===== config.mk =====
export PLATFORM = sky130hd
export DESIGN_NAME = tms_timer16
export DESIGN_NICKNAME = d
export VERILOG_FILES = /design/src/hw/tms_timer16.v
export VERILOG_INCLUDE_DIRS = /design/src /design/src/inc
export SDC_FILE = /design/constraint.sdc
export NUM_CORES = 1
export LEC_CHECK = 0
export BUFFER_PORTS_ARGS = -buffer_cell sky130_fd_sc_hd__buf_4
export CELL_PAD_IN_SITES_DETAIL_PLACEMENT = 1
export CELL_PAD_IN_SITES_GLOBAL_PLACEMENT = 1
export CORE_ASPECT_RATIO = 2
export CORE_MARGIN = 2
export CORE_UTILIZATION = 46
export CTS_CLUSTER_SIZE = 25
export DETAILED_ROUTE_END_ITERATION = 10
export GPL_ROUTABILITY_DRIVEN = 0
export PLACE_DENSITY_LB_ADDON = 0.1
export SKIP_CTS_REPAIR_TIMING = 1
export SLEW_MARGIN = 20
export SYNTH_ARGS = -nofsm -noshare
export SYNTH_HDL_FRONTEND = slang
export SYNTH_SLANG_ARGS = --single-unit

===== constraint.sdc =====
create_clock -name pclk -period 3 [get_ports pclk]
set_input_delay 0 -clock pclk [delete_from_list [all_inputs] [get_ports pclk]]
set_output_delay 0 -clock pclk [all_outputs]
set_load 0.02 [all_outputs]

===== src/inc/tms_map.vh =====
// constants of the 16-bit timer mode sequencer
`ifndef TMS_MAP_VH
`define TMS_MAP_VH
`define TMS_OFF_CTRL 12'h000
`define TMS_OFF_COUNT 12'h004
`define TMS_OFF_CMPA 12'h008
`define TMS_OFF_CAPT 12'h00c
`define TMS_OFF_FLAGS 12'h010
`define TMS_CTRL_WGM_LSB 0
`define TMS_CTRL_COM_LSB 4
`define TMS_CTRL_CS_LSB 8
`define TMS_CTRL_DDR_BIT 12
`define TMS_FLG_OVF_BIT 0
`define TMS_FLG_CMPA_BIT 1
`define TMS_FLG_CAPT_BIT 2
`define TMS_WGM_NORMAL 4'h0
`define TMS_WGM_CTC_A 4'h4
`define TMS_WGM_FAST8 4'h5
`define TMS_WGM_FAST9 4'h6
`define TMS_WGM_FAST10 4'h7
`define TMS_WGM_CTC_I 4'hc
`define TMS_WGM_FAST_I 4'he
`define TMS_WGM_FAST_A 4'hf
`define TMS_TOP8 16'h00ff
`define TMS_TOP9 16'h01ff
`define TMS_TOP10 16'h03ff
`define TMS_MAX 16'hffff
`define TMS_COM_OFF 2'h0
`define TMS_COM_TOGGLE 2'h1
`define TMS_COM_NONINV 2'h2
`define TMS_COM_INV 2'h3
`define TMS_DIV8 10'h007
`define TMS_DIV64 10'h03f
`define TMS_DIV256 10'h0ff
`define TMS_DIV1024 10'h3ff
`define TMS_RST_CTRL 13'h0000
`endif

===== src/hw/tms_timer16.v =====
// apb-controlled 16-bit timer with normal, clear-on-match and fast pwm modes
//
// The address map and the APB slave port are this design's own decisions.
`timescale 1ns/1ps
`include "tms_map.vh"
module tms_timer16 (
  input wire pclk,
  input wire presetn,
  input wire psel,
  input wire penable,
  input wire pwrite,
  input wire [11:0] paddr,
  input wire [31:0] pwdata,
  output reg [31:0] prdata,
  output reg pready,
  output reg pslverr,
  output reg compare_a_pin_out,
  output reg compare_a_pin_oe
);

  // ==========================================================
  // state
  reg [12:0] ctrl_q;
  reg [15:0] count_value_q;
  reg [15:0] compare_a_value_q;
  reg [15:0] compare_a_buf_q;
  reg [15:0] capture_top_value_q;
  reg overflow_flag_q;
  reg compare_a_flag_q;
  reg capture_flag_q;
  reg compare_a_output_q;
  reg [9:0] presc_q;
  reg tick_q;
  reg block_q;

  wire [3:0] waveform_mode_select;
  wire [1:0] compare_output_mode;
  wire [2:0] clock_select;
  wire pin_direction_bit;
  assign waveform_mode_select = ctrl_q[`TMS_CTRL_WGM_LSB +: 4];
  assign compare_output_mode = ctrl_q[`TMS_CTRL_COM_LSB +: 2];
  assign clock_select = ctrl_q[`TMS_CTRL_CS_LSB +: 3];
  assign pin_direction_bit = ctrl_q[`TMS_CTRL_DDR_BIT];

  // ==========================================================
  // apb decode
  wire acc;
  wire wr;
  wire rd;
  wire mapped;
  // an access completes on the edge that sees psel, penable and pready
  assign acc = psel & penable & pready;
  assign wr = acc & pwrite;
  assign rd = acc & ~pwrite;
  // strobes and error answer share one decoder, so a word that answers
  // without error is always a word that can be written
  function reg_hit;
    input [11:0] a;
    input [11:0] off;
    begin
      reg_hit = (a == off);
    end
  endfunction

  assign mapped = reg_hit(paddr, `TMS_OFF_CTRL) |
                  reg_hit(paddr, `TMS_OFF_COUNT) |
                  reg_hit(paddr, `TMS_OFF_CMPA) |
                  reg_hit(paddr, `TMS_OFF_CAPT) |
                  reg_hit(paddr, `TMS_OFF_FLAGS);
  wire wr_ctrl;
  wire wr_count;
  wire wr_cmpa;
  wire wr_capt;
  wire wr_flags;
  assign wr_ctrl = wr & reg_hit(paddr, `TMS_OFF_CTRL);
  assign wr_count = wr & reg_hit(paddr, `TMS_OFF_COUNT);
  assign wr_cmpa = wr & reg_hit(paddr, `TMS_OFF_CMPA);
  assign wr_capt = wr & reg_hit(paddr, `TMS_OFF_CAPT);
  assign wr_flags = wr & reg_hit(paddr, `TMS_OFF_FLAGS);

  // ==========================================================
  // mode decode
  function is_fast;
    input [3:0] m;
    begin
      is_fast = (m == `TMS_WGM_FAST8) | (m == `TMS_WGM_FAST9) |
                (m == `TMS_WGM_FAST10) | (m == `TMS_WGM_FAST_I) |
                (m == `TMS_WGM_FAST_A);
    end
  endfunction

  wire mode_ctc;
  wire mode_fast;
  wire top_is_capt;
  wire top_is_cmpa;
  // codes that none of the decodes below claim count like normal mode:
  // up to max, then wrap with an overflow
  assign mode_ctc = (waveform_mode_select == `TMS_WGM_CTC_A) |
                    (waveform_mode_select == `TMS_WGM_CTC_I);
  assign mode_fast = is_fast(waveform_mode_select);
  assign top_is_capt = (waveform_mode_select == `TMS_WGM_CTC_I) |
                       (waveform_mode_select == `TMS_WGM_FAST_I);
  assign top_is_cmpa = (waveform_mode_select == `TMS_WGM_CTC_A) |
                       (waveform_mode_select == `TMS_WGM_FAST_A);

  reg [15:0] top;
  always @* begin
    case (waveform_mode_select)
      `TMS_WGM_FAST8: top = `TMS_TOP8;
      `TMS_WGM_FAST9: top = `TMS_TOP9;
      `TMS_WGM_FAST10: top = `TMS_TOP10;
      `TMS_WGM_CTC_I, `TMS_WGM_FAST_I: top = capture_top_value_q;
      `TMS_WGM_CTC_A, `TMS_WGM_FAST_A: top = compare_a_value_q;
      default: top = `TMS_MAX;
    endcase
  end

  // ==========================================================
  // prescaler: one-cycle tick enable
  reg [9:0] div_lim;
  always @* begin
    case (clock_select)
      3'h1: div_lim = 10'h000;
      3'h2: div_lim = `TMS_DIV8;
      3'h3: div_lim = `TMS_DIV64;
      3'h4: div_lim = `TMS_DIV256;
      3'h5: div_lim = `TMS_DIV1024;
      default: div_lim = 10'h000;
    endcase
  end
  // a stopped divider is held at zero, so a restart begins a full period;
  // the tick register adds one cycle of latency after a start
  wire run;
  assign run = (clock_select >= 3'h1) & (clock_select <= 3'h5);

  always @(posedge pclk or negedge presetn) begin
    if (!presetn) begin
      presc_q <= 10'h000;
      tick_q <= 1'b0;
    end else if (!run) begin
      presc_q <= 10'h000;
      tick_q <= 1'b0;
    end else if (presc_q >= div_lim) begin
      presc_q <= 10'h000;
      tick_q <= 1'b1;
    end else begin
      presc_q <= presc_q + 10'h001;
      tick_q <= 1'b0;
    end
  end

  // ==========================================================
  // counter, matches, flags
  // matches are judged on the value held before the tick, so a match and
  // the step it causes land on the same edge
  wire at_top;
  wire at_max;
  wire cmp_match;
  wire top_match;
  assign at_top = (count_value_q == top);
  assign at_max = (count_value_q == `TMS_MAX);
  // a count write suppresses the match of the following tick
  assign cmp_match = tick_q & ~block_q & (count_value_q == compare_a_value_q);
  assign top_match = tick_q & ~block_q & at_top & (mode_ctc | mode_fast);

  reg [15:0] count_d;
  always @* begin
    count_d = count_value_q;
    if (tick_q) begin
      if (top_match)
        count_d = 16'h0000;
      else
        count_d = count_value_q + 16'h0001;
    end
  end

  // outside fast pwm every pass from max to zero counts; in fast pwm the flag
  // marks each top clear at any top, and a wrap at max is not counted
  wire ovf_evt;
  assign ovf_evt = tick_q & (mode_fast ? top_match : at_max);

  always @(posedge pclk or negedge presetn) begin
    if (!presetn) begin
      count_value_q <= 16'h0000;
      block_q <= 1'b0;
    end else begin
      if (wr_count) begin
        count_value_q <= pwdata[15:0];
        block_q <= 1'b1;
      end else begin
        count_value_q <= count_d;
        if (tick_q)
          block_q <= 1'b0;
      end
    end
  end

  // software clears by writing one; a set in the same cycle wins
  reg overflow_flag_d;
  reg compare_a_flag_d;
  reg capture_flag_d;
  always @* begin
    overflow_flag_d = overflow_flag_q;
    compare_a_flag_d = compare_a_flag_q;
    capture_flag_d = capture_flag_q;
    if (wr_flags & pwdata[`TMS_FLG_OVF_BIT])
      overflow_flag_d = 1'b0;
    if (wr_flags & pwdata[`TMS_FLG_CMPA_BIT])
      compare_a_flag_d = 1'b0;
    if (wr_flags & pwdata[`TMS_FLG_CAPT_BIT])
      capture_flag_d = 1'b0;
    // hardware only ever sets; these come last so a set beats a clear
    if (ovf_evt)
      overflow_flag_d = 1'b1;
    if (cmp_match | (top_match & top_is_cmpa))
      compare_a_flag_d = 1'b1;
    if (top_match & top_is_capt)
      capture_flag_d = 1'b1;
  end

  always @(posedge pclk or negedge presetn) begin
    if (!presetn) begin
      overflow_flag_q <= 1'b0;
      compare_a_flag_q <= 1'b0;
      capture_flag_q <= 1'b0;
    end else begin
      overflow_flag_q <= overflow_flag_d;
      compare_a_flag_q <= compare_a_flag_d;
      capture_flag_q <= capture_flag_d;
    end
  end

  // ==========================================================
  // compare registers; compare a buffered in fast pwm only, capture top never buffered
  // a top written below the count is missed until the counter wraps at
  // max; only the pwm path buffers compare a to avoid that
  wire cmpa_load;
  assign cmpa_load = mode_fast & top_match;
  always @(posedge pclk or negedge presetn) begin
    if (!presetn) begin
      compare_a_value_q <= 16'h0000;
      compare_a_buf_q <= 16'h0000;
      capture_top_value_q <= 16'h0000;
    end else begin
      if (wr_capt)
        capture_top_value_q <= pwdata[15:0];
      if (wr_cmpa)
        compare_a_buf_q <= pwdata[15:0];
      if (!mode_fast) begin
        if (wr_cmpa)
          compare_a_value_q <= pwdata[15:0];
      end else if (cmpa_load) begin
        compare_a_value_q <= compare_a_buf_q;
      end
    end
  end

  // ==========================================================
  // waveform output
  // the output register keeps its level across mode changes, so software
  // can settle it before the pin is turned to output
  always @(posedge pclk or negedge presetn) begin
    if (!presetn) begin
      compare_a_output_q <= 1'b0;
    end else if (mode_fast) begin
      case (compare_output_mode)
        `TMS_COM_TOGGLE: begin
          if (cmp_match & top_is_cmpa)
            compare_a_output_q <= ~compare_a_output_q;
        end
        `TMS_COM_NONINV: begin
          if (top_match)
            compare_a_output_q <= 1'b0;
          else if (cmp_match)
            compare_a_output_q <= 1'b1;
        end
        `TMS_COM_INV: begin
          if (top_match)
            compare_a_output_q <= 1'b1;
          else if (cmp_match)
            compare_a_output_q <= 1'b0;
        end
        default: ;
      endcase
    end else if (cmp_match) begin
      case (compare_output_mode)
        `TMS_COM_TOGGLE: compare_a_output_q <= ~compare_a_output_q;
        `TMS_COM_NONINV: compare_a_output_q <= 1'b0;
        `TMS_COM_INV: compare_a_output_q <= 1'b1;
        default: ;
      endcase
    end
  end

  // pin follows the port latch (zero) while output mode is off
  // direction and level are both registered so they switch on one edge
  always @(posedge pclk or negedge presetn) begin
    if (!presetn) begin
      compare_a_pin_out <= 1'b0;
      compare_a_pin_oe <= 1'b0;
    end else begin
      compare_a_pin_oe <= pin_direction_bit;
      compare_a_pin_out <= pin_direction_bit &
                           (compare_output_mode != `TMS_COM_OFF) &
                           compare_a_output_q;
    end
  end

  // ==========================================================
  // read word: taken in the setup cycle so it stands for the whole access
  // cycle; compare a reads back the buffer, i.e. what software wrote
  reg [31:0] rd_word;
  always @* begin
    case (paddr)
      `TMS_OFF_CTRL: rd_word = {19'h00000, ctrl_q};
      `TMS_OFF_COUNT: rd_word = {16'h0000, count_value_q};
      `TMS_OFF_CMPA: rd_word = {16'h0000, compare_a_buf_q};
      `TMS_OFF_CAPT: rd_word = {16'h0000, capture_top_value_q};
      `TMS_OFF_FLAGS: rd_word = {29'h00000000, capture_flag_q,
                                 compare_a_flag_q, overflow_flag_q};
      default: rd_word = 32'h0000_0000;
    endcase
  end

  // ==========================================================
  // control register and apb answer (zero wait states)
  // unused control bits read back as written; they steer nothing
  always @(posedge pclk or negedge presetn) begin
    if (!presetn) begin
      ctrl_q <= `TMS_RST_CTRL;
      pready <= 1'b0;
      pslverr <= 1'b0;
      prdata <= 32'h0000_0000;
    end else begin
      if (wr_ctrl)
        ctrl_q <= pwdata[12:0];
      pready <= psel & ~penable;
      pslverr <= psel & ~penable & ~mapped;
      if (psel & ~penable & ~pwrite)
        prdata <= rd_word;
      else if (rd)
        prdata <= 32'h0000_0000;
    end
  end

endmodule // tms_timer16


==> impl_results.md, run 1 <==
- Status: complete, no violations
- I/O pin cnt: 85
- Type of the worst setup path: flop to flop
- Width of the chip: 90.7 um
- Number of instances in the synthesized netlist: 681
- Relative slew slack: about a quarter
- Max-cap violations: 0
- Number of storage elements in the synthesis netlist: 113
- Most frequently used flop master after synthesis: sky130_fd_sc_hd__dfrtp_1
- Total leakage power: 3.95 nW
- Total clock buffers created by CTS: 17
- Number of enable flip-flop cells after synthesis: 0
- Mean post-synth cell area: 10.2 sq um
- Internal reg-to-reg setup slack: 0.04 ns
- Final setup violating endpoints: 0
- Number of search-and-repair iterations in the first detailed-routing pass: 5
- Finished Layout Cells: 973
- Detailed-route wire length per cell: 25.7 um
- Sink count of the clock tree: between 100 and 150
- Final ANT Viol Nets: 0
- Area of the die: approximately 0.016 sq mm
- Clock Tree Buf Depth: 2
- Unrepaired setup endpoints after global routing: yes
- End of the worst hold path: prdata[2]
- Antenna diode count: 0
- Cell area after layout: 0.00857 sq mm
- Internal: 3.02 mW
- Area of the core region: 0.0147 sq mm
- Number of max-slew violations in the final report: 0
- Gate power share: 4.9%
- Number of vias per cell: 6.40
- Detailed-placement wirelength estimate: 17.5 mm
- Count of routing violations after the opening detailed-route iteration: between 300 and 400
- Vias: between 6000 and 7000
- Data arrival time of the worst path: 3.33 ns
- Placed cell area: 0.00763 sq mm
- Clock share of power: around 56%
- Clock tree from TritonCTS: built
- DIE HEIGHT: 177 um
- Depth of the worst register-to-register path: 11
- Cell depth of the worst min-delay path: 4
- First-pass GRT wire length: 38.0 mm
- Root cell of the clock tree: sky130_fd_sc_hd__clkbuf_16
- Share of post-route cells with drive strength above 1: a little over a quarter
- Initial antenna violation count: 0
- Number of global-route vias before repair: about 6700
- Class of the tightest hold or removal check: input pin to flop
- Maximum number of pins on one net before global-route repair: just over 60
- Total net switching power: 0.876 mW
- DP Cell Count: 917
- Post-synthesis cell type count: 74
- Initial standard-cell utilization of the core: 46.9%
- Max VDD drop: 409 uV
- Proportion of total power due to net switching: 22.5%
- Max Clock Skew: ~0.010 ns
- Crit path required time: 3.36 ns
- Summed instance area of the synthesized netlist: around 0.0069 sq mm
- Number of cell rows: 63
- Startpoint of the most critical hold path: pwrite
- Port Buf Inserts: 52
- Final worst path period share: 98.7%
- Fraction of synthesis flops using an asynchronous set or reset pin: 100%
- Cell area power density: 455 mW/mm^2
- Hold Fails Final Rpt: 0
- Clock network latency to the later pin of the worst-skew pair: 0.43 ns
- YS warnings: 0
- Max FO, Critical Path: 15
- Part of the Yosys area used for sequential elements: 40.9%
- Time the worst path needs with I/O delays and setup: 2.96 ns
- CTS H-tree lvls: 4
- Area growth syn-to-layout: 24.0%
- Endpoint type of the worst setup path: flop
- Measured slew at the worst slew-check pin: between 1 and 1.5 ns
- Total track usage: 31.5%
- Final global-route overflow total: 0
- Reg-to-reg startpoint: ctrl_q[0]
- Category of the worst setup path launch point: flop
- Clk pin slew, worst setup/hold paths: 0.06 ns
- Final #Nets: between 800 and 900
- Final setup TNS: 0 ns
- F_max: 0.338 GHz
- Final routed DRC violation total: 0
- Endpoint of the worst-slack reg-to-reg timing path: compare_a_value_q[15]
- Part of the power in registers: 39.4%
- Routed WL: 25.0 mm
## state kept, by name, summed over array words and instances (netlist names)
| signal | flops |
|---|---|
| presc_q | 10 |
| compare_a_pin_oe | 1 |
| compare_a_value_q | 16 |
| capture_top_value_q | 16 |
| overflow_flag_q | 1 |
| compare_a_output_q | 1 |
| capture_flag_q | 1 |
| pslverr | 1 |
| compare_a_flag_q | 1 |
| pready | 1 |
| count_value_q | 16 |
| compare_a_pin_out | 1 |
| block_q | 1 |
| tick_q | 1 |
| compare_a_buf_q | 16 |
| prdata | 16 |
| ctrl_q | 13 |
## cell usage after synthesis (20+ instances only)
| cell type | count | area share [%] |
|---|---|---|
| sky130_fd_sc_hd__nor2_1 | 46 | 2.5 |
| sky130_fd_sc_hd__nand3_1 | 22 | 1.6 |
| sky130_fd_sc_hd__xnor2_1 | 21 | 2.7 |
| sky130_fd_sc_hd__nand4_1 | 25 | 2.3 |
| sky130_fd_sc_hd__o21ai_0 | 30 | 2.2 |
| sky130_fd_sc_hd__a21o_1 | 22 | 2.4 |
| sky130_fd_sc_hd__a22o_1 | 20 | 2.5 |
| sky130_fd_sc_hd__mux2_2 | 44 | 7.2 |
| sky130_fd_sc_hd__nor3_1 | 20 | 1.4 |
| sky130_fd_sc_hd__nand2_1 | 29 | 1.6 |
| sky130_fd_sc_hd__clkbuf_1 | 37 | 2.0 |
| sky130_fd_sc_hd__dfrtp_1 | 113 | 41 |
## power groups by stage
stage          registers, mW  logic (mW)  clock network (mW)
3_5_place_dp            1.56       0.166                   0
6_report                1.53       0.190                2.17
2_1_floorplan           1.56      0.0778                   0
5_1_grt                 1.53       0.204                2.24
3_3_place_gp            1.56       0.162                   0
4_1_cts                 1.53       0.167                2.19
## final cells by class
cell class | instances | area [sq um]
sequential | 113 | 2830
inverter | 17 | 63.8
multi-input combinational | 496 | 3800
clock buffer | 20 | 457
fill | 1652 | 6170
tap | 195 | 244
timing repair buffer | 121 | 1020
clock inverter | 11 | 161
## routing by layer
layer	wire (um)	share of wire, %	global-route usage (%)
met1	8810	35	32.5
met5	0	0	0
met4	1170	4.7	18.3
met3	888	3.6	3.44
met2	14100	56	60.3
## worst max-delay path: stages (launching register included)
cell	delay [ns]
sky130_fd_sc_hd__dfrtp_1	0.40
sky130_fd_sc_hd__buf_12	0.16
sky130_fd_sc_hd__buf_4	0.17
sky130_fd_sc_hd__nor2_1	0.33
sky130_fd_sc_hd__a221oi_2	0.13
sky130_fd_sc_hd__a31oi_1	0.19
sky130_fd_sc_hd__or4b_4	0.52
sky130_fd_sc_hd__nor4b_4	0.21
sky130_fd_sc_hd__and4_4	0.33
sky130_fd_sc_hd__buf_4	0.17
sky130_fd_sc_hd__a22o_1	0.14
sky130_fd_sc_hd__a21o_1	0.13
## metrics by stage
stage	util (%)	power [mW]	setup WS (ns)	hold WS (ns)
floorplan	-	1.64	0.221	-0.296
global placement	51.7	1.72	0.0174	0.0958
detailed placement	51.7	1.73	-0.0716	0.106
CTS	55.9	3.89	-0.124	-0.354
global route	58.2	3.98	-0.0470	0.166
finish	58.2	3.90	0.0386	0.152
## worst max-delay path by stage
stage / cells after the start / slack [ns] / endpoint / from
global route: 11 / -0.05 / compare_a_value_q[15] / ctrl_q[0]
detailed placement: 10 / -0.07 / compare_a_value_q[3] / ctrl_q[0]
finish: 11 / 0.04 / compare_a_value_q[15] / ctrl_q[0]
CTS: 9 / -0.12 / compare_a_value_q[15] / ctrl_q[0]
floorplan: 11 / 0.22 / compare_a_value_q[0] / ctrl_q[3]
global placement: 10 / 0.02 / compare_a_value_q[1] / ctrl_q[0]
## cell families after synthesis
group / synth area share (%)
AOI/OAI and AO/OA: 16.7
muxes: 11.6
buffers and inverters: 6.33
adders and majority gates: 2.90
DFF: 40.9
and+or+nand+nor: 18.1
xor gates and xnor gates: 3.42
other: 0.0542
## cells in the final DEF, fill, tap and decap left out, types with 17 or more instances in the layout
cell and n:
sky130_fd_sc_hd__nor2_1 46, sky130_fd_sc_hd__nand3_1 22, sky130_fd_sc_hd__xnor2_1 21, sky130_fd_sc_hd__nand4_1 25
sky130_fd_sc_hd__mux2_2 44, sky130_fd_sc_hd__a22o_1 20, sky130_fd_sc_hd__nand2_1 29, sky130_fd_sc_hd__clkbuf_16 17
sky130_fd_sc_hd__buf_4 95, sky130_fd_sc_hd__dlygate4sd3_1 21, sky130_fd_sc_hd__nor3_1 19, sky130_fd_sc_hd__a21o_1 22
sky130_fd_sc_hd__o21ai_0 30, sky130_fd_sc_hd__dfrtp_1 112
No activity file was read; power rests on OpenSTA's default activity.
==> run 2: changes to the inputs <==
--- a/config.mk
+++ b/config.mk
@@ -17,6 +17,7 @@
 export GPL_ROUTABILITY_DRIVEN = 0
 export PLACE_DENSITY_LB_ADDON = 0.1
 export SKIP_CTS_REPAIR_TIMING = 1
+export SKIP_LAST_GASP = 1
 export SLEW_MARGIN = 20
 export SYNTH_ARGS = -nofsm -noshare
 export SYNTH_HDL_FRONTEND = slang
==> constraint.sdc (replaced) <==
create_clock -name pclk -period 2.8 [get_ports pclk]
set_input_delay 0 -clock pclk [delete_from_list [all_inputs] [get_ports pclk]]
set_output_delay 0 -clock pclk [all_outputs]
set_load 0.02 [all_outputs]
==> run 2 against run 1 <==
  * The flow now finishes with violations (setup timing)
  * Worst setup slack worse by 0.31 ns
  * Wire length rose by 5.9%
  * First-iteration DRC count rose by 19%
  * Via count is 4.5% higher
  * Global-route usage up 0.56 points
  * Combinational power grew 10%
  * Die area did not move
  * Sequential power increased by 7%
==> impl_results.md, run 2 (synthesized netlist as in run 1, its figures left out) <==
- Internal: 3.36 mW (+11%)
- Initial standard-cell utilization of the core: 46.9% (unchanged)
- Maximum number of pins on one net before global-route repair: 70 (+15%)
- Proportion of total power due to net switching: 21.8% (-0.73 points)
- DP Cell Count: 949 (+3.5%)
- Type of the worst setup path: flop to flop
- Area growth syn-to-layout: 27.9%
- Cell area power density: 486 mW/mm^2 (+6.8%)
- Sink count of the clock tree: 113 (unchanged)
- Endpoint type of the worst setup path: flop
- Number of cell rows: 63 (unchanged)
- Gate power share: 4.9% (about the same)
- Final routed DRC violation total: 0 (unchanged)
- Clock Tree Buf Depth: 2 (unchanged)
- Crit path required time: 3.16 ns (-0.20 ns)
- Clock network latency to the later pin of the worst-skew pair: 0.43 ns (about the same)
- Number of global-route vias before repair: 6887 (+2.6%)
- DIE HEIGHT: 177 um (unchanged)
- Unrepaired setup endpoints after global routing: yes
- Worst setup slack before clock tree synthesis: -0.339 ns (-0.268 ns)
- I/O pin cnt: 85 (unchanged)
- Final ANT Viol Nets: 0 (unchanged)
- Relative slew slack: 36.5% (+13 points)
- Vias: 6506 (+4.5%)
- Total clock buffers created by CTS: 17 (unchanged)
- Data arrival time of the worst path: 3.43 ns (+0.10 ns)
- CTS H-tree lvls: 4 (unchanged)
- Class of the tightest hold or removal check: input pin to flop
- Final setup violating endpoints: 35 (+35)
- Final global-route overflow total: 0 (unchanged)
- Total track usage: 32.0% (+0.56 points)
- Area of the core region: 0.0147 sq mm (unchanged)
- Detailed-placement wirelength estimate: 18.3 mm (+4.2%)
- Area of the die: 0.0161 sq mm (unchanged)
- Violated checks: setup timing
- F_max: 0.326 GHz (-3.6%)
- Width of the chip: 90.7 um (unchanged)
- Max-cap violations: 0 (unchanged)
- Routed WL: 26.5 mm (+5.9%)
- Category of the worst setup path launch point: flop
- Finished Layout Cells: 1009 (+3.7%)
- Max FO, Critical Path: 11 (-4)
- Count of routing violations after the opening detailed-route iteration: 401 (+19%)
- Final worst path period share: 110% (+11 points)
- Top library cells by usage in the layout, fill and taps aside: sky130_fd_sc_hd__buf_4, sky130_fd_sc_hd__dfrtp_1, sky130_fd_sc_hd__nor2_1
- Total net switching power: 0.935 mW (+6.7%)
- Total leakage power: 4.11 nW (+4.2%)
- Detailed-route wire length per cell: 26.2 um (+2.2%)
- Clock tree from TritonCTS: built
- Antenna diode count: 0 (unchanged)
- Number of max-slew violations in the final report: 0 (unchanged)
- Status: finished, violations left
- Clk pin slew, worst setup/hold paths: 0.06 ns (about the same)
- Port Buf Inserts: 52 (unchanged)
- Root cell of the clock tree: sky130_fd_sc_hd__clkbuf_16
- Time the worst path needs with I/O delays and setup: 3.07 ns (+0.109 ns)
- Max Clock Skew: 0.00864 ns (-0.00179 ns)
- Number of vias per cell: 6.45 (+0.82%)
- Share of post-route cells with drive strength above 1: 30.6% (+3.2 points)
- Final #Nets: 866 (+4.2%)
- Max VDD drop: 421 uV (+2.8%)
- Filler Cells Inserted: 1628 (-1.5%)
- Measured slew at the worst slew-check pin: 0.953 ns (-0.190 ns)
- Part of the power in registers: 38.2% (-1.2 points)
- First-pass GRT wire length: 38.8 mm (+2.1%)
- Most frequent standard cell in the layout excluding fill and tap cells: sky130_fd_sc_hd__buf_4
- Clock share of power: 56.9% (+1.1 points)
- Number of search-and-repair iterations in the first detailed-routing pass: 5 (unchanged)
- Hold Fails Final Rpt: 0 (unchanged)
- Worst Setup Slack, final: -0.271 ns (-0.309 ns)
- Total chip power: 4.30 mW (+10%)
- Initial antenna violation count: 0 (unchanged)
run 2: changes by cell type in the layout (fill, tap and decap cells not counted), moves of 2 or more:
cell,previous run,this run
sky130_fd_sc_hd__buf_12,4,1
sky130_fd_sc_hd__o21ai_1,0,3
sky130_fd_sc_hd__buf_6,0,6
sky130_fd_sc_hd__o21ai_0,30,28
sky130_fd_sc_hd__buf_4,95,128
sky130_fd_sc_hd__clkinv_2,5,3
run 2: stage by stage:
stage | TNS [ns] | instance area, sq um | util (%) | hold slack (ns)
CTS | -10.29 | 8480 | 57.6 | -0.258
detailed placement | -8.20 | 7830 | 53.1 | 0.191
floorplan | 0 | 6970 | - | -0.296
global route | -9.30 | 8840 | 60.0 | 0.0602
finish | -7.36 | 8840 | 60.0 | 0.0214
global placement | -5.90 | 7830 | 53.1 | 0.180
run 2: worst paths after layout:
check	startpoint	to	slack, ns	depth (start not counted)
max	ctrl_q[3]	compare_a_value_q[13]	-0.27	10
min	paddr[10]	pslverr	0.02	5
max reg2reg	ctrl_q[3]	compare_a_value_q[13]	-0.27	10
min reg2reg	prdata[3]	prdata[3]	0.49	1
max in group asynchronous	presetn	capture_top_value_q[14]	1.76	3
min in group asynchronous	presetn	pready	0.26	2
run 2: final cells by class:
class | instances | area, sq um | share of cell area (%)
clock buffer | 22 | 474 | 5.36
clock inverter | 10 | 180 | 2.04
inverter | 17 | 63.8 | 0.722
multi-input combinational | 496 | 3790 | 42.8
sequential | 113 | 2830 | 32.0
tap | 195 | 244 | 2.76
timing repair buffer | 156 | 1260 | 14.3
run 2: worst max-delay path, cell delays in order, from the launching register on:
cell                       delay (ns)
sky130_fd_sc_hd__dfrtp_1         0.42
sky130_fd_sc_hd__buf_6           0.16
sky130_fd_sc_hd__or4_4           0.54
sky130_fd_sc_hd__nand4_1         0.13
sky130_fd_sc_hd__o311ai_2        0.14
sky130_fd_sc_hd__or4b_4          0.56
sky130_fd_sc_hd__nor4b_4         0.26
sky130_fd_sc_hd__and4_4          0.37
sky130_fd_sc_hd__buf_6           0.16
sky130_fd_sc_hd__a22o_1          0.16
sky130_fd_sc_hd__a21o_1          0.09
run 2: power groups by stage:
stage	sequential, mW	clock, mW	combinational [mW]
2_1_floorplan	1.67	0	0.0834
3_3_place_gp	1.67	0	0.178
3_5_place_dp	1.67	0	0.183
4_1_cts	1.64	2.46	0.184
5_1_grt	1.64	2.53	0.225
6_report	1.64	2.44	0.209
run 2: layer usage:
layer	up-vias	wire length, um	global-route usage [%]
met5	-	0	0
met1	3322	8890	32.9
li1	2769	-	-
met3	130	1310	4.67
met2	285	14400	60.3
met4	0	1890	19.4
